### src/pkg/mcc_pkg.sv
/*
 * Constants, encodings and the state type of the main clock controller.
 * Assumes a single system clock and a synchronous, active-high reset.
 */
`default_nettype none

package mcc_pkg;

	// ************************************************************
	// Register offsets.
	// ************************************************************
	localparam logic [7:0] OFS_CTRL_A = 8'h00;
	localparam logic [7:0] OFS_CTRL_B = 8'h01;
	localparam logic [7:0] OFS_LOCK = 8'h02;
	localparam logic [7:0] OFS_STATUS = 8'h03;
	localparam logic [7:0] OFS_FAST_CTRL = 8'h10;
	localparam logic [7:0] OFS_CAL_A = 8'h11;
	localparam logic [7:0] OFS_CAL_B = 8'h12;
	localparam logic [7:0] OFS_LP_CTRL = 8'h18;
	localparam logic [7:0] OFS_XO_CTRL = 8'h1c;

	// ************************************************************
	// Field positions.
	// ************************************************************
	localparam int BIT_CLOCK_OUTPUT_PIN = 7;
	localparam int BIT_PEN = 0;
	localparam int BIT_RSTDBY = 1;
	localparam int BIT_XO_EN = 0;
	localparam int BIT_XO_SEL = 2;
	localparam int BIT_CAL_LOCK = 7;
	localparam int BIT_EXT_S = 7;
	localparam int BIT_XO_S = 6;
	localparam int BIT_LP_S = 5;
	localparam int BIT_FAST_S = 4;
	localparam int BIT_CHG = 0;

	// ************************************************************
	// Sources, sleep modes and reset values.
	// ************************************************************
	localparam logic [1:0] SRC_FAST = 2'h0;
	localparam logic [1:0] SRC_LP = 2'h1;
	localparam logic [1:0] SRC_XO = 2'h2;
	localparam logic [1:0] SRC_EXT = 2'h3;
	localparam logic [1:0] MODE_ACTIVE = 2'h0;
	localparam logic [1:0] MODE_IDLE = 2'h1;
	localparam logic [1:0] MODE_STANDBY = 2'h2;
	localparam logic [1:0] MODE_PDOWN = 2'h3;
	localparam logic [3:0] RST_PDIV = 4'h8;
	localparam logic RST_PEN = 1'h1;
	localparam logic [6:0] RST_DIV = 7'h06;

	// ************************************************************
	// Timing counts.
	// ************************************************************
	localparam logic [2:0] FAST_EXTRA_CYC = 3'h4;
	localparam logic [1:0] EXT_START_EDGES = 2'h2;
	localparam logic [2:0] GUARD_WINDOW = 3'h4;

	typedef enum logic [1:0] {
		SW_IDLE = 2'b01,
		SW_BUSY = 2'b10
	} mcc_sw_t;

	typedef struct packed {
		mcc_sw_t sw;
		logic [1:0] sel;
		logic [1:0] cur;
		logic clock_output_pin;
		logic [3:0] pdiv;
		logic pen;
		logic calibration_lock_enable;
		logic fast_rstdby;
		logic lp_rstdby;
		logic xo_rstdby;
		logic xo_sel;
		logic [1:0] xo_csut;
		logic xo_en;
		logic [5:0] cal;
		logic [3:0] temp;
		logic freq20;
		logic lock_fuse;
		logic [2:0] guard;
		logic [2:0] fast_cnt;
		logic fast_gate;
		logic [1:0] ext_cnt;
		logic [6:0] div_cnt;
		logic [6:0] div_act;
		logic per_tick;
		logic clock_output_pin_on;
		logic [3:0] osc_en;
		logic main_run;
		logic [7:0] rdata;
		logic [3:0] sync1;
		logic [3:0] sync2;
		logic ext_prev;
	} mcc_state_t;

endpackage

`default_nettype wire

### src/core/mcc_main_clock_controller.sv
/*
 * Main clock controller: source requests, safe main source switching,
 * peripheral prescaler, sleep gating, fuse-loaded calibration and the
 * configuration change guard.
 * Assumes the CPU pulses the guard key input, oscillator ready and the
 * external clock level arrive asynchronously, and every other input is
 * driven on clk_sys_in.
 */
// The placing of the registers and the strobed register port are this design's own decisions.
//
// Behaviour
// [RULE_01] Requested sources enabled, unused sources off.
// [RULE_02] Each request routed to its selected source.
// [RULE_03] Run-in-standby keeps oscillator on except power-down.
// [RULE_04] Main clock runs active/idle; standby on demand.
// [RULE_05] Power-down stops main clock after NVM done.
// [RULE_06] Software selects main source; unsafe switch blocked.
// [RULE_07] External switch waits edges; selection then frozen.
// [RULE_08] Changing flag set during source switch.
// [RULE_09] Per-source stable flags in status register.
// [RULE_10] Prescaler offers twelve settings, 1x to 64x.
// [RULE_11] Peripheral tick prescaled; CPU clock undivided.
// [RULE_12] Select and prescaler writes need unlock.
// [RULE_13] Reset selects fast oscillator, divide by six.
// [RULE_14] Frequency fuse picks 16 or 20 MHz.
// [RULE_15] Calibration fields loaded from fuses at reset.
// [RULE_16] Lock fuse blocks calibration changes.
// [RULE_17] Lock enable blocks calibration while fast main.
// [RULE_18] Calibration writes need unlock.
// [RULE_19] Fast output held until ready plus four.
// [RULE_20] Software lowers clock before recalibration.
// [RULE_21] Crystal unused until its enable is set.
// [RULE_22] Timer, watchdog, sampled brown-out request clocks.
// [RULE_23] Software changes timer sources only when disabled.
// [RULE_24] Protected write only within four instructions.
// [RULE_25] Unguarded protected write leaves register unchanged.
// [RULE_26] External input needs two edges to start.
// [RULE_27] Flag clears when mux switched; switch clean.
// [RULE_28] New divisor applied at a tick boundary.
`default_nettype none

module mcc_main_clock_controller (
	input wire logic clk_sys_in,
	input wire logic srst_in,
	input wire logic [7:0] addr_in,
	input wire logic [7:0] wdata_in,
	input wire logic wr_in,
	input wire logic rd_in,
	output logic [7:0] rdata_out,
	input wire logic guard_key_in,
	input wire logic [1:0] sleep_mode_in,
	input wire logic main_req_in,
	input wire logic nvm_busy_in,
	input wire logic rtc_enable_in,
	input wire logic [1:0] rtc_src_in,
	input wire logic wdt_enable_in,
	input wire logic bod_sampled_in,
	input wire logic tcd_enable_in,
	input wire logic tcd_src_in,
	input wire logic fuse_freq20_in,
	input wire logic fuse_osc_lock_in,
	input wire logic [5:0] fuse_cal_in,
	input wire logic [3:0] fuse_temp_in,
	input wire logic [2:0] osc_ready_in,
	input wire logic ext_clk_in,
	output logic [3:0] osc_en_out,
	output logic fast_gate_out,
	output logic [1:0] main_src_out,
	output logic main_run_out,
	output logic per_tick_out,
	output logic clock_output_pin_en_out,
	output logic freq20_out,
	output logic [5:0] cal_out,
	output logic [3:0] temp_out
);

	mcc_pkg::mcc_state_t q, d;

	// ************************************************************
	// Prescaler setting to divisor.
	// ************************************************************
	function automatic logic [6:0] div_of(input logic pen,
		input logic [3:0] pdiv);
		logic [6:0] r;
		r = 7'h01;
		if (pen) begin
			case (pdiv)
				4'h0: r = 7'h02;
				4'h1: r = 7'h04;
				4'h2: r = 7'h08;
				4'h3: r = 7'h10;
				4'h4: r = 7'h20;
				4'h5: r = 7'h40;
				4'h8: r = 7'h06;
				4'h9: r = 7'h0a;
				4'ha: r = 7'h0c;
				4'hb: r = 7'h18;
				4'hc: r = 7'h30;
				default: r = 7'h01;
			endcase
		end
		return r;
	endfunction

	logic guard_open, wr_a, wr_b, cal_locked, sw_ok;
	logic [3:0] src_ok, per_req, main_need, keep;
	logic [6:0] div_new;

	// ************************************************************
	// Next-state logic.
	// ************************************************************
	always_comb begin
		d = q;
		guard_open = (q.guard != 3'h0);
		// Protected registers only change inside the guard window.
		wr_a = wr_in && guard_open; // [RULE_12] [RULE_24] [RULE_25]
		wr_b = wr_in && guard_open; // [RULE_18]
		cal_locked = q.lock_fuse // [RULE_16]
			|| (q.calibration_lock_enable && q.cur == mcc_pkg::SRC_FAST); // [RULE_17]
		src_ok[mcc_pkg::SRC_FAST] = (q.fast_cnt == mcc_pkg::FAST_EXTRA_CYC);
		src_ok[mcc_pkg::SRC_LP] = q.sync2[1];
		src_ok[mcc_pkg::SRC_XO] = q.sync2[2] && q.xo_en;
		src_ok[mcc_pkg::SRC_EXT] = (q.ext_cnt == mcc_pkg::EXT_START_EDGES);
		sw_ok = src_ok[q.sel];
		div_new = div_of(q.pen, q.pdiv);

		// Synchronisers for the asynchronous inputs.
		d.sync1 = {ext_clk_in, osc_ready_in};
		d.sync2 = q.sync1;
		d.ext_prev = q.sync2[3];

		// Guard window opened by the key, closed after its count.
		if (guard_key_in) begin
			d.guard = mcc_pkg::GUARD_WINDOW; // [RULE_24]
		end else if (guard_open) begin
			d.guard = q.guard - 3'h1;
		end

		// Register writes.
		if (wr_a && addr_in == mcc_pkg::OFS_CTRL_A) begin
			d.clock_output_pin = wdata_in[mcc_pkg::BIT_CLOCK_OUTPUT_PIN];
			// Selection frozen while a switch is pending.
			if (q.sw == mcc_pkg::SW_IDLE && wdata_in[1:0] != q.cur) begin
				d.sel = wdata_in[1:0]; // [RULE_06] [RULE_07]
				d.sw = mcc_pkg::SW_BUSY; // [RULE_08]
			end
		end
		if (wr_a && addr_in == mcc_pkg::OFS_CTRL_B) begin
			d.pdiv = wdata_in[4:1]; // [RULE_10]
			d.pen = wdata_in[mcc_pkg::BIT_PEN];
		end
		if (wr_a && addr_in == mcc_pkg::OFS_LOCK) begin
			d.calibration_lock_enable = wdata_in[0];
		end
		if (wr_a && addr_in == mcc_pkg::OFS_FAST_CTRL) begin
			d.fast_rstdby = wdata_in[mcc_pkg::BIT_RSTDBY];
		end
		if (wr_a && addr_in == mcc_pkg::OFS_LP_CTRL) begin
			d.lp_rstdby = wdata_in[mcc_pkg::BIT_RSTDBY];
		end
		if (wr_a && addr_in == mcc_pkg::OFS_XO_CTRL) begin
			d.xo_csut = wdata_in[5:4];
			d.xo_sel = wdata_in[mcc_pkg::BIT_XO_SEL];
			d.xo_rstdby = wdata_in[mcc_pkg::BIT_RSTDBY];
			d.xo_en = wdata_in[mcc_pkg::BIT_XO_EN];
		end
		if (wr_b && !cal_locked && addr_in == mcc_pkg::OFS_CAL_A) begin
			d.cal = wdata_in[5:0]; // [RULE_16] [RULE_17] [RULE_18]
		end
		if (wr_b && !cal_locked && addr_in == mcc_pkg::OFS_CAL_B) begin
			d.temp = wdata_in[3:0]; // [RULE_18]
		end

		// Source switch completes only once the target is ready.
		case (q.sw)
			mcc_pkg::SW_IDLE: begin
				d.cur = q.cur;
			end
			mcc_pkg::SW_BUSY: begin
				if (sw_ok) begin
					d.cur = q.sel; // [RULE_07] [RULE_27]
					d.sw = mcc_pkg::SW_IDLE; // [RULE_27]
				end
			end
			default: begin
				d.sw = mcc_pkg::SW_IDLE;
			end
		endcase

		// Main clock run gating per sleep mode.
		keep = {1'b0, q.xo_rstdby, q.lp_rstdby, q.fast_rstdby};
		case (sleep_mode_in)
			mcc_pkg::MODE_ACTIVE: d.main_run = 1'b1; // [RULE_04]
			mcc_pkg::MODE_IDLE: d.main_run = 1'b1; // [RULE_04]
			mcc_pkg::MODE_STANDBY:
				d.main_run = main_req_in || keep[q.cur]; // [RULE_04]
			default: d.main_run = nvm_busy_in; // [RULE_05]
		endcase

		// Peripheral requests routed to the chosen source.
		per_req[mcc_pkg::SRC_FAST] = tcd_enable_in && !tcd_src_in; // [RULE_02]
		per_req[mcc_pkg::SRC_LP] = (rtc_enable_in
			&& rtc_src_in == mcc_pkg::SRC_LP) // [RULE_22]
			|| wdt_enable_in || bod_sampled_in; // [RULE_22]
		per_req[mcc_pkg::SRC_XO] = rtc_enable_in
			&& rtc_src_in == mcc_pkg::SRC_XO; // [RULE_02]
		per_req[mcc_pkg::SRC_EXT] = (rtc_enable_in
			&& rtc_src_in == mcc_pkg::SRC_EXT)
			|| (tcd_enable_in && tcd_src_in); // [RULE_02]
		for (int s = 0; s < 4; s++) begin
			main_need[s] = (q.cur == 2'(s) && d.main_run)
				|| (q.sw == mcc_pkg::SW_BUSY && q.sel == 2'(s));
			d.osc_en[s] = main_need[s] || per_req[s] // [RULE_01]
				|| (keep[s] && sleep_mode_in != mcc_pkg::MODE_PDOWN); // [RULE_03]
		end
		d.osc_en[mcc_pkg::SRC_XO] = d.osc_en[mcc_pkg::SRC_XO]
			&& q.xo_en; // [RULE_21]

		// Fast oscillator held off for four cycles past synchronised ready.
		if (!q.osc_en[mcc_pkg::SRC_FAST] || !q.sync2[0]) begin
			d.fast_cnt = 3'h0;
		end else if (q.fast_cnt != mcc_pkg::FAST_EXTRA_CYC) begin
			d.fast_cnt = q.fast_cnt + 3'h1; // [RULE_19]
		end
		d.fast_gate = (d.fast_cnt == mcc_pkg::FAST_EXTRA_CYC)
			&& d.osc_en[mcc_pkg::SRC_FAST]; // [RULE_19]

		// External input counts edges before it is usable.
		if (!q.osc_en[mcc_pkg::SRC_EXT]) begin
			d.ext_cnt = 2'h0;
		end else if (q.sync2[3] != q.ext_prev
			&& q.ext_cnt != mcc_pkg::EXT_START_EDGES) begin
			d.ext_cnt = q.ext_cnt + 2'h1; // [RULE_26] [RULE_07]
		end

		// Prescaler; a new divisor takes effect at a tick boundary.
		d.per_tick = 1'b0;
		if (q.main_run) begin
			if (q.div_cnt + 7'h01 >= q.div_act) begin
				d.per_tick = 1'b1; // [RULE_11]
				d.div_cnt = 7'h00;
				d.div_act = div_new; // [RULE_28]
			end else begin
				d.div_cnt = q.div_cnt + 7'h01;
			end
		end
		d.clock_output_pin_on = q.clock_output_pin && q.main_run;

		// Read data, valid in the cycle after the strobe.
		d.rdata = 8'h00;
		if (rd_in) begin
			case (addr_in)
				mcc_pkg::OFS_CTRL_A: d.rdata = {q.clock_output_pin, 5'h00, q.sel};
				mcc_pkg::OFS_CTRL_B: d.rdata = {3'h0, q.pdiv, q.pen};
				mcc_pkg::OFS_LOCK: d.rdata = {7'h00, q.calibration_lock_enable};
				mcc_pkg::OFS_STATUS: begin
					d.rdata[mcc_pkg::BIT_EXT_S] =
						src_ok[mcc_pkg::SRC_EXT]; // [RULE_09]
					d.rdata[mcc_pkg::BIT_XO_S] = src_ok[mcc_pkg::SRC_XO];
					d.rdata[mcc_pkg::BIT_LP_S] = src_ok[mcc_pkg::SRC_LP];
					d.rdata[mcc_pkg::BIT_FAST_S] =
						src_ok[mcc_pkg::SRC_FAST];
					d.rdata[mcc_pkg::BIT_CHG] =
						(q.sw == mcc_pkg::SW_BUSY); // [RULE_08]
				end
				mcc_pkg::OFS_FAST_CTRL: d.rdata = {6'h00, q.fast_rstdby, 1'b0};
				mcc_pkg::OFS_CAL_A: d.rdata = {2'h0, q.cal};
				mcc_pkg::OFS_CAL_B: d.rdata = {q.lock_fuse, 3'h0, q.temp};
				mcc_pkg::OFS_LP_CTRL: d.rdata = {6'h00, q.lp_rstdby, 1'b0};
				mcc_pkg::OFS_XO_CTRL: d.rdata = {2'h0, q.xo_csut, 1'b0,
					q.xo_sel, q.xo_rstdby, q.xo_en};
				default: d.rdata = 8'h00;
			endcase
		end

		// Reset values; fuse fields captured while reset is held.
		if (srst_in) begin
			d = '0;
			d.sw = mcc_pkg::SW_IDLE;
			d.sel = mcc_pkg::SRC_FAST; // [RULE_13]
			d.cur = mcc_pkg::SRC_FAST; // [RULE_13]
			d.pdiv = mcc_pkg::RST_PDIV; // [RULE_13]
			d.pen = mcc_pkg::RST_PEN;
			d.div_act = mcc_pkg::RST_DIV; // [RULE_13]
			d.freq20 = fuse_freq20_in; // [RULE_14]
			d.lock_fuse = fuse_osc_lock_in; // [RULE_16]
			d.cal = fuse_cal_in; // [RULE_15]
			d.temp = fuse_temp_in; // [RULE_15]
		end
	end

	// ************************************************************
	// State register.
	// ************************************************************
	always_ff @(posedge clk_sys_in) begin
		q <= d;
	end

	assign rdata_out = q.rdata;
	assign osc_en_out = q.osc_en;
	assign fast_gate_out = q.fast_gate;
	assign main_src_out = q.cur;
	assign main_run_out = q.main_run;
	assign per_tick_out = q.per_tick;
	assign clock_output_pin_en_out = q.clock_output_pin_on;
	assign freq20_out = q.freq20;
	assign cal_out = q.cal;
	assign temp_out = q.temp;
endmodule

`default_nettype wire

### config.mk
export PLATFORM = sky130hd
export DESIGN_NAME = mcc_main_clock_controller
export DESIGN_NICKNAME = d
export VERILOG_FILES = /design/src/pkg/mcc_pkg.sv /design/src/core/mcc_main_clock_controller.sv
export SDC_FILE = /design/constraint.sdc
export NUM_CORES = 1
export LEC_CHECK = 0
export BUFFER_PORTS_ARGS = -buffer_cell sky130_fd_sc_hd__buf_2
export CAP_MARGIN = 10
export CELL_PAD_IN_SITES_DETAIL_PLACEMENT = 1
export CELL_PAD_IN_SITES_GLOBAL_PLACEMENT = 1
export CORE_MARGIN = 2
export CORE_UTILIZATION = 35
export CTS_CLUSTER_DIAMETER = 100
export DETAILED_ROUTE_END_ITERATION = 10
export MAX_ROUTING_LAYER = met4
export PLACE_DENSITY_LB_ADDON = 0.15
export SLEW_MARGIN = 20
export SYNTH_ARGS = -nofsm -noshare
export SYNTH_HDL_FRONTEND = slang
export SYNTH_SLANG_ARGS = --single-unit
### constraint.sdc
create_clock -name clk_sys_in -period 3.3 [get_ports clk_sys_in]
set_input_delay 0.165 -clock clk_sys_in [delete_from_list [all_inputs] [get_ports clk_sys_in]]
set_output_delay 0.165 -clock clk_sys_in [all_outputs]
set_load 0.005 [all_outputs]
==> results of run 1 <==
-- area by class of cell --
| class | count | area share |
|---|---|---|
| multi-input combinational | 336 | 0.4335 |
| sequential | 86 | 0.3603 |
| timing repair buffer | 79 | 0.08274 |
| clock buffer | 13 | 0.05312 |
| tap | 172 | 0.04211 |
| inverter | 21 | 0.01542 |
| clock inverter | 3 | 0.01273 |
-- how the worst max path moves through the flow --
stage / endpoint / slack (ns) / cells after the start / start
2_1_floorplan: q[30] / 0.90 / 11 / q[31]
3_3_place_gp: q[28] / 0.69 / 9 / q[31]
3_5_place_dp: q[28] / 0.59 / 9 / q[31]
4_1_cts: q[28] / 0.57 / 9 / q[31]
5_1_grt: q[37] / 0.35 / 9 / q[31]
6_report: q[28] / 0.61 / 9 / q[31]
-- metrics by stage --
step / instances / power, uW / area, um2 / hold slack (ns)
5_1_grt: 710 / 2574 / 5111 / 0.02155
6_report: 710 / 2464 / 5111 / 0.01879
3_5_place_dp: 692 / 1354 / 4755 / 0.3521
4_1_cts: 710 / 2505 / 5111 / 0.01103
3_3_place_gp: 692 / 1346 / 4755 / 0.3440
2_1_floorplan: 497 / 1285 / 4484 / 0.2416
-- metal layers --
layer | vias to the layer above | global-route usage | wire length (um)
met5 | - | - | 0
met4 | 0 | 0.06902 | 272
li1 | 1770 | - | -
met3 | 24 | 0.03605 | 388
met2 | 62 | 0.2877 | 5383
met1 | 1677 | 0.2284 | 5398
-- state kept, by name (all words and copies together), names as in the netlist, 2 cells and up, named ones only --
name          flops
q                47
temp_out          4
keep              3
cal_out           6
rdata_out         8
osc_en_out        4
main_src_out      2
-- power by group through the flow --
stage / logic [uW] / clock network [uW] / registers, uW
final: 211 / 1140 / 1120
after global routing: 239 / 1210 / 1120
after CTS: 215 / 1170 / 1120
after detailed placement: 213 / 0 / 1140
after global placement: 206 / 0 / 1140
after floorplan: 155 / 0 / 1130
-- logic make-up (layout without fill, tap and decap cells) --
| logic type | after synthesis | count (layout) | synth area share |
|---|---|---|---|
| muxes | 24 | 24 | 0.05497 |
| buffers and inverters | 75 | 116 | 0.09515 |
| adders and majority gates | 15 | 15 | 0.04185 |
| AOI/OAI and AO/OA | 88 | 88 | 0.1320 |
| DFF | 86 | 86 | 0.4107 |
| xor gates and xnor gates | 18 | 18 | 0.03516 |
| and+or+nand+nor | 191 | 191 | 0.2302 |
-- placed cells by master (no fill, tap or decap), types with 5 or more instances in the layout --
cell | Yosys | routed
sky130_fd_sc_hd__edfxtp_1 | 12 | 12
sky130_fd_sc_hd__dfxtp_1 | 74 | 74
sky130_fd_sc_hd__buf_2 | 7 | 75
sky130_fd_sc_hd__nor3_1 | 13 | 13
sky130_fd_sc_hd__nor2b_1 | 18 | 18
sky130_fd_sc_hd__nand4_1 | 8 | 8
sky130_fd_sc_hd__ha_1 | 15 | 15
sky130_fd_sc_hd__nand3_1 | 13 | 13
sky130_fd_sc_hd__o21ai_0 | 21 | 21
sky130_fd_sc_hd__nand2_1 | 43 | 43
sky130_fd_sc_hd__nor2_1 | 49 | 49
sky130_fd_sc_hd__xor2_1 | 8 | 8
sky130_fd_sc_hd__xnor2_1 | 10 | 10
sky130_fd_sc_hd__mux2_2 | 5 | 5
sky130_fd_sc_hd__a21oi_1 | 20 | 20
sky130_fd_sc_hd__clkbuf_16 | 0 | 10
sky130_fd_sc_hd__nand2b_1 | 8 | 8
sky130_fd_sc_hd__inv_1 | 21 | 21
sky130_fd_sc_hd__mux2i_1 | 19 | 19
==> results.py, run 1 <==
metrics = {
    "run_status": {
        "outcome": "completed",
    },
    "layout": {
        "total_area_of_multi_input_combinational_cells_um2": 2216,
        "syn2layout_area_growth_pct": 13.98,
        "finish.utilization": 0.4067,
        "final_net_count": 596,
        "post_route_cells_drive_above_1_share": 0.2138,
        "sequential_cell_area_um2": 1842,
        "num_antenna_cells": 0,
        "filler_cell_count": 1501,
    },
    "synth": {
        "asyncSetResetFlopFracSynth": 0,
        "synth.cells.most_frequent": "74 x sky130_fd_sc_hd__dfxtp_1, 49 x sky130_fd_sc_hd__nor2_1, 43 x sky130_fd_sc_hd__nand2_1",
        "syn-num-nets": 560,
        "synth_seq_cells": 86,
        "syn_area_cell_um2": 9.023,
        "ys_warnings": 0,
        "synthesis.instances": 497,
        "seq_area_frac_synth": 0.4107,
        "yosys.area.top_type": "sky130_fd_sc_hd__dfxtp_1",
        "post_synth_instance_area_um2": 4484,
        "fraction_of_synthesized_cell_area_taken_by_the_top_area_cell_type": 0.3304,
        "post_synth_main_area_contributors": "sky130_fd_sc_hd__dfxtp_1 33%, sky130_fd_sc_hd__edfxtp_1 8.0%, sky130_fd_sc_hd__buf_4 5.0%",
        "yosysMostFrequentCell": "sky130_fd_sc_hd__dfxtp_1",
        "netlist-cell-type-count": 68,
        "synth_edf_count": 12,
        "postSynth.topFlopCell": "sky130_fd_sc_hd__dfxtp_1",
    },
    "setup_path": {
        "timing.critical_path.max_delay_family": "simple AND/OR/NAND/NOR gates",
        "worst-endpoint-required_ns": 3.52,
        "r2r_slack_ns": 0.61,
        "reg2reg_from": "q[31]",
        "worstPathCellList": "ha_1 -> nand3_1 -> nor2_1 -> xor2_1 -> ha_1 -> nand3_1 -> o31ai_2 -> and2_1 -> o31ai_1",
        "cp.arrival_ns": 2.91,
        "critPathBufInv": 0,
        "slowest_stage": "sky130_fd_sc_hd__o31ai_2",
        "timing.critical_path.to_type": "flop",
        "worst_r2r_endpoint": "q[28]",
        "cp_max_fo": 10,
        "worstRegToRegCells": 9,
        "timing.critical_path.slowest_cell_delay_ns": 0.53,
        "critical_path.startpoint_type": "flop",
        "path_class": "flop to flop",
    },
    "worst_hold_path": {
        "hold_path_startpoint": "guard_key_in",
        "holdPathEnd": "q[44]",
        "hold-path-cell-count": 2,
        "hold_class": "input port to flop",
    },
    "placement": {
        "place_ws_ns": 0.5878,
        "io_buffer_count": 75,
        "gpl.final_weighted_congestion": 0.7752,
        "post-dp-hpwl_um": 8584,
    },
    "route": {
        "detail_route.drc_violations": 0,
        "via_count": 3533,
        "avgRoutedWirePerCell_um": 16.12,
        "routed_via_density": 4.976,
        "drt_iter0_drc": 136,
        "final_antenna_net_count": 0,
        "drt-pass1-iter-count": 4,
        "route.final.wire_length_um": 11440,
    },
    "floorplanning": {
        "die_area_um2": 13730,
        "io-pin-count": 77,
        "core_area_um2": 12570,
        "number_of_cell_rows": 41,
        "die_w_um": 117.2,
        "die_h_um": 117.2,
        "initial_core_util": 0.3568,
    },
    "power_and_ir_drop": {
        "leakage_uw": 0.002110,
        "net_switching_power_of_the_design_uw": 554.1,
        "p_sw_frac": 0.2248,
        "seq_power_share": 0.453,
        "cellPowerDensity_nw_per_um2": 482.2,
        "ir_worst_vdd_v": 0.0002709,
        "power.clock.fraction": 0.461,
        "internal_power_uw": 1910,
        "p_comb_frac": 0.086,
    },
    "sta": {
        "finalClockSkew_ns": 0.009325,
        "layout_worst_path_cycle_share": 0.8156,
        "timing.final.setup_violations": 0,
        "tightest_slew_ns": 0.5446,
        "fin_crit_ns": 2.691,
        "worst_slew_margin_rel": 0.6348,
        "fmax_ghz": 0.3716,
        "fin_setup_tns_ns": 0,
        "report.final.slew_viol_count": 0,
        "grt_setup_unrepaired": "false",
        "hold_viol_final": 0,
        "finalWorstSetupSlack_ns": 0.6086,
    },
    "clock_tree": {
        "cts-hold-fix-buffers": 2,
        "clock-root-buffer": "sky130_fd_sc_hd__clkbuf_16",
        "clock_tree.htree_level_count": 3,
        "cts_tree": "built",
        "cts_max_path_buffers": 2,
        "numCtsBuffers": 9,
        "tritoncts_num_sinks": 86,
        "clkSlewWorstSetupHoldPaths_ns": 0.06,
        "cts_post_setup_buffers_inserted": 0,
        "worst_skew_pair.late_latency_ns": 0.35,
        "number_of_instances_resized_during_post_cts_repair": 0,
    },
    "grt": {
        "track_usage": 0.1813,
        "grt_pass1_wl_um": 18470,
        "largest_net_degree_at_the_start_of_global_routing": 43,
        "first_global_vias": 3663,
        "antenna_violations_before_repair": 0,
        "globalRoute.totalOverflow": 0,
    },
    "run": {
        "max-cap-violations": 0,
    },
}
No activity file was read; power rests on OpenSTA's default activity.
==> run 2, diff against run 1 <==
==> constraint.sdc (replaced) <==
create_clock -name clk_sys_in -period 2.5 [get_ports clk_sys_in]
set_input_delay 0.125 -clock clk_sys_in [delete_from_list [all_inputs] [get_ports clk_sys_in]]
set_output_delay 0.125 -clock clk_sys_in [all_outputs]
set_load 0.005 [all_outputs]
==> run 2 against run 1 <==
Net effect:
- critical path depth is 1 higher
- maximum frequency grew 12%
- combinational power rose by 44%
- sequential power rose by 31%
- via count rose by 2.6%
- hold slack better by 0.026 ns
- sequential share of layout area decreased by 0.70 points
- final cell count rose by 2.3%
==> results.py, run 2 (same netlist as run 1, synthesis figures left out) <==
metrics = {
    "run_status": {
        "outcome": "completed",
    },
    "floorplanning": {
        "io-pin-count": 77,
        "initial_core_util": 0.3568,
        "number_of_cell_rows": 41,
        "die_area_um2": 13730,
        "core_area_um2": 12570,
        "die_h_um": 117.2,
        "die_w_um": 117.2,
    },
    "route": {
        "drt-pass1-iter-count": 4,
        "route.final.wire_length_um": 12120,
        "final_antenna_net_count": 0,
        "drt_iter0_drc": 113,
        "routed_via_density": 4.994,
        "avgRoutedWirePerCell_um": 16.70,
        "via_count": 3626,
        "detail_route.drc_violations": 0,
    },
    "layout": {
        "layout.cells.most_common_list": "75 x sky130_fd_sc_hd__buf_2, 72 x sky130_fd_sc_hd__dfxtp_1, 48 x sky130_fd_sc_hd__nor2_1, 43 x sky130_fd_sc_hd__nand2_1",
        "largest_register_ff_count": 47,
        "finish.utilization": 0.4152,
        "layout.cells.most_common": "sky130_fd_sc_hd__buf_2",
        "post_route_cells_drive_above_1_share": 0.2419,
        "layout.cells.non_filler": 726,
        "final_net_count": 612,
        "syn2layout_area_growth_pct": 16.38,
        "registers.top_by_ff_count": "q",
        "num_antenna_cells": 0,
        "finalInstanceArea_um2": 5219,
    },
    "setup_path": {
        "worst-endpoint-required_ns": 2.74,
        "worstRegToRegCells": 10,
        "cp_max_fo": 7,
        "slowest_stage": "sky130_fd_sc_hd__dfxtp_1",
        "r2r_slack_ns": 0.09,
        "worstPathCellList": "buf_4 -> nand3_1 -> nor2_2 -> xor2_1 -> ha_1 -> a41o_1 -> a21oi_2 -> o31ai_4 -> and3b_2 -> a32o_1",
        "timing.critical_path.max_delay_family": "compound AO/OA/AOI/OAI gates",
        "timing.critical_path.slowest_cell_delay_ns": 0.33,
        "critPathBufInv": 1,
        "path_class": "flop to flop",
        "reg2reg_from": "q[31]",
        "critical_path.startpoint_type": "flop",
        "timing.critical_path.to_type": "flop",
        "worst_r2r_endpoint": "q[30]",
        "cp.arrival_ns": 2.65,
        "critical_path_cell_count": 10,
    },
    "grt": {
        "largest_net_degree_at_the_start_of_global_routing": 43,
        "track_usage": 0.1944,
        "globalRoute.totalOverflow": 0,
        "antenna_violations_before_repair": 0,
        "grt_pass1_wl_um": 19700,
        "first_global_vias": 3843,
    },
    "worst_hold_path": {
        "holdPathEnd": "q[72]",
        "hold_path_startpoint": "wdata_in[7]",
        "hold_class": "input port to flop",
        "hold-path-cell-count": 3,
    },
    "power_and_ir_drop": {
        "net_switching_power_of_the_design_uw": 772.0,
        "ir_worst_vdd_v": 0.0003426,
        "seq_power_share": 0.468,
        "internal_power_uw": 2378,
        "p_sw_frac": 0.2451,
        "p_comb_frac": 0.097,
        "leakage_uw": 0.002172,
        "cellPowerDensity_nw_per_um2": 603.7,
        "power.clock.fraction": 0.436,
    },
    "clock_tree": {
        "clock_tree.htree_level_count": 3,
        "numCtsBuffers": 9,
        "worst_skew_pair.late_latency_ns": 0.35,
        "tritoncts_num_sinks": 86,
        "cts_tree": "built",
        "clkSlewWorstSetupHoldPaths_ns": 0.06,
        "clock-root-buffer": "sky130_fd_sc_hd__clkbuf_16",
        "cts_max_path_buffers": 2,
    },
    "placement": {
        "place_ws_ns": -0.05694,
        "io_buffer_count": 75,
        "place_area_um2": 4817,
        "post-dp-hpwl_um": 8975,
        "place_inst": 702,
        "gpl.final_weighted_congestion": 0.7861,
    },
    "sta": {
        "fmax_ghz": 0.4154,
        "finalClockSkew_ns": 0.008025,
        "layout_worst_path_cycle_share": 0.9629,
        "tightest_slew_ns": 0.7948,
        "finalWorstSetupSlack_ns": 0.09277,
        "timing.final.setup_violations": 0,
        "fin_crit_ns": 2.407,
        "grt_setup_unrepaired": "true",
        "hold_viol_final": 0,
        "report.final.slew_viol_count": 0,
        "fin_setup_tns_ns": 0,
        "worst_slew_margin_rel": 0.4701,
    },
    "run": {
        "max-cap-violations": 0,
    },
}
## run 2: cell type report
class	instances	area, um2
fill	1481	7350
multi-input combinational	336	2240
sequential	86	1844
timing repair buffer	95	543.0
clock buffer	11	242.7
tap	172	215.2
inverter	21	78.83
clock inverter	5	55.05
## run 2: metal layers
layer  routed length, um  track usage  part of all wire
met1                5764       0.2378              0.48
met2                5789       0.3215              0.48
met3                 353      0.03296             0.029
met4                 214      0.07373             0.018
met5                   0            -                 0
## run 2: worst max-delay path by stage
| stage | start | endpoint | slack, ns |
|---|---|---|---|
| global placement | q[32] | q[28] | 0.05 |
| finish | q[31] | q[30] | 0.09 |
| floorplan | q[31] | q[30] | 0.10 |
| CTS | q[33] | q[30] | 0.002 |
| detailed placement | q[32] | q[27] | -0.06 |
| global route | q[31] | q[30] | -0.07 |
## run 2: power groups by stage
stage | clock [uW] | sequential, uW | combinational, uW
2_1_floorplan | 0 | 1490 | 205
3_3_place_gp | 0 | 1500 | 289
3_5_place_dp | 0 | 1500 | 297
4_1_cts | 1420 | 1470 | 307
5_1_grt | 1470 | 1480 | 342
6_report | 1370 | 1470 | 304
## run 2: timing repair
item	4_1_cts	5_1_grt
setup endpoints to repair	10	15
gates resized for setup	1	8
hold buffers	7	0
hold endpoints to repair	8	0
setup buffers	0	1
pin swaps	0	3
## run 2: through the flow
step                hold WS, ns  power [uW]
floorplan                0.2016        1697
global placement         0.3032        1792
detailed placement       0.3064        1802
CTS                     0.03718        3201
global route            0.05104        3295
finish                  0.04437        3150
## run 2: tightest hold or removal path: stages
cell and delay (ns):
sky130_fd_sc_hd__buf_2 0.09, sky130_fd_sc_hd__mux2i_1 0.06, sky130_fd_sc_hd__nor2_1 0.07
==> run 3, diff against run 2 <==
--- a/config.mk
+++ b/config.mk
@@ -13,7 +13,6 @@
 export CORE_UTILIZATION = 35
 export CTS_CLUSTER_DIAMETER = 100
 export DETAILED_ROUTE_END_ITERATION = 10
-export MAX_ROUTING_LAYER = met4
 export PLACE_DENSITY_LB_ADDON = 0.15
 export SLEW_MARGIN = 20
 export SYNTH_ARGS = -nofsm -noshare
==> run 3 against run 2 <==
Net effect:
- clock-buffer cell count is the same
- clock skew grew 0.00068 ns
- maximum frequency is essentially flat
- final cell count is the same
- hold slack lost 0.0031 ns
- die area is the same
==> results.py, run 3 (same netlist as run 1, synthesis figures left out) <==
metrics = {
    "run_status": {
        "outcome": "completed",
    },
    "sta": {
        "report.final.slew_viol_count": 0,
        "fin_crit_ns": 2.406,
        "layout_worst_path_cycle_share": 0.9623,
        "finalClockSkew_ns": 0.008702,
        "tightest_slew_ns": 0.8040,
        "fin_setup_tns_ns": 0,
        "grt_setup_unrepaired": "true",
        "finalWorstSetupSlack_ns": 0.09436,
        "timing.final.setup_violations": 0,
        "fmax_ghz": 0.4157,
        "hold_viol_final": 0,
        "worst_slew_margin_rel": 0.4640,
    },
    "worst_hold_path": {
        "hold_path_startpoint": "wdata_in[7]",
        "holdPathEnd": "q[72]",
        "hold-path-cell-count": 3,
        "hold_class": "input port to flop",
    },
    "clock_tree": {
        "worst_skew_pair.late_latency_ns": 0.35,
        "clkSlewWorstSetupHoldPaths_ns": 0.06,
        "tritoncts_num_sinks": 86,
        "clock-root-buffer": "sky130_fd_sc_hd__clkbuf_16",
        "cts_max_path_buffers": 2,
        "numCtsBuffers": 9,
        "cts_tree": "built",
        "clock_tree.htree_level_count": 3,
    },
    "floorplanning": {
        "core_area_um2": 12570,
        "die_w_um": 117.2,
        "io-pin-count": 77,
        "die_area_um2": 13730,
        "die_h_um": 117.2,
        "number_of_cell_rows": 41,
        "initial_core_util": 0.3568,
    },
    "layout": {
        "layout.cells.most_common_list": "75 x sky130_fd_sc_hd__buf_2, 72 x sky130_fd_sc_hd__dfxtp_1, 48 x sky130_fd_sc_hd__nor2_1, 43 x sky130_fd_sc_hd__nand2_1",
        "registers.top_by_ff_count": "q",
        "largest_register_ff_count": 47,
        "post_route_cells_drive_above_1_share": 0.2419,
        "num_antenna_cells": 0,
        "finalInstanceArea_um2": 5219,
        "syn2layout_area_growth_pct": 16.38,
        "final_net_count": 612,
        "layout.cells.most_common": "sky130_fd_sc_hd__buf_2",
        "finish.utilization": 0.4152,
    },
    "setup_path": {
        "timing.critical_path.slowest_cell_delay_ns": 0.33,
        "critPathBufInv": 1,
        "slowest_stage": "sky130_fd_sc_hd__dfxtp_1",
        "cp.arrival_ns": 2.65,
        "r2r_slack_ns": 0.09,
        "timing.critical_path.max_delay_family": "compound AO/OA/AOI/OAI gates",
        "reg2reg_from": "q[31]",
        "worstPathCellList": "buf_4 -> nand3_1 -> nor2_2 -> xor2_1 -> ha_1 -> a41o_1 -> a21oi_2 -> o31ai_4 -> and3b_2 -> a32o_1",
        "timing.critical_path.to_type": "flop",
        "path_class": "flop to flop",
        "critical_path.startpoint_type": "flop",
        "worst_r2r_endpoint": "q[30]",
        "worst-endpoint-required_ns": 2.74,
        "worstRegToRegCells": 10,
        "cp_max_fo": 7,
    },
    "placement": {
        "place_area_um2": 4817,
        "io_buffer_count": 75,
        "gpl.final_weighted_congestion": 0.7755,
        "post-dp-hpwl_um": 8975,
        "place_ws_ns": -0.05694,
    },
    "route": {
        "drt_iter0_drc": 149,
        "avgRoutedWirePerCell_um": 16.74,
        "route.final.wire_length_um": 12150,
        "routed_via_density": 5.023,
        "via_count": 3647,
        "detail_route.drc_violations": 0,
        "final_antenna_net_count": 0,
        "drt-pass1-iter-count": 4,
    },
    "grt": {
        "globalRoute.totalOverflow": 0,
        "first_global_vias": 3851,
        "track_usage": 0.1890,
        "antenna_violations_before_repair": 0,
        "largest_net_degree_at_the_start_of_global_routing": 43,
        "grt_pass1_wl_um": 19660,
    },
    "power_and_ir_drop": {
        "design_power_total_uw": 3156,
        "leakage_uw": 0.002172,
        "ir_worst_vdd_v": 0.0003431,
        "cellPowerDensity_nw_per_um2": 604.8,
    },
    "run": {
        "max-cap-violations": 0,
    },
}
run 3: cell counts in the layout (fill, tap and decap cells not counted):
Identical to the previous run, type by type.
run 3: worst max-delay path by stage:
stage	slack [ns]	from	to	cells after the start
3_3_place_gp	0.05	q[32]	q[28]	9
3_5_place_dp	-0.06	q[32]	q[27]	9
2_1_floorplan	0.10	q[31]	q[30]	11
6_report	0.09	q[31]	q[30]	10
4_1_cts	0.002	q[33]	q[30]	9
5_1_grt	-0.07	q[31]	q[30]	10
run 3: final cells by class:
cell class	count	area, um2
Fill cell	1481	7350
Multi-Input combinational cell	336	2240
Sequential cell	86	1844
Timing Repair Buffer	95	543.0
Clock buffer	11	242.7
Tap cell	172	215.2
Inverter	21	78.83
Clock inverter	5	55.05
run 3: worst min-delay path, stage by stage:
cell and delay (ns):
sky130_fd_sc_hd__buf_2 0.09, sky130_fd_sc_hd__mux2i_1 0.06, sky130_fd_sc_hd__nor2_1 0.07
run 3: what timing repair did:
item	4_1_cts	5_1_grt
setup buffers	0	1
endpoints found under the setup margin	10	15
pin swaps	0	3
gates resized for setup	1	8
hold endpoints to repair	8	0
hold buffers	7	0
run 3: where the power goes:
group	leakage [uW]	total [uW]	switching [uW]	internal [uW]
clock network	0.000150	1380	576	803
registers	0.000718	1470	27.9	1440
logic	0.00130	305	174	130
total	0.00217	3160	778	2380
run 3: layer usage:
layer	up-vias	track usage	part of all wire
met1	1768	0.2378	0.47
met5	-	0	0
met4	0	0.06196	0.016
li1	1804	-	-
met2	59	0.3215	0.48
met3	16	0.04222	0.033
run 3: stage by stage:
| step | std cells | hold slack [ns] |
|---|---|---|
| after CTS | 725 | 0.03718 |
| after global placement | 702 | 0.3032 |
| after detailed placement | 702 | 0.3064 |
| after floorplan | 497 | 0.2016 |
| after global routing | 726 | 0.04704 |
| final | 726 | 0.04127 |
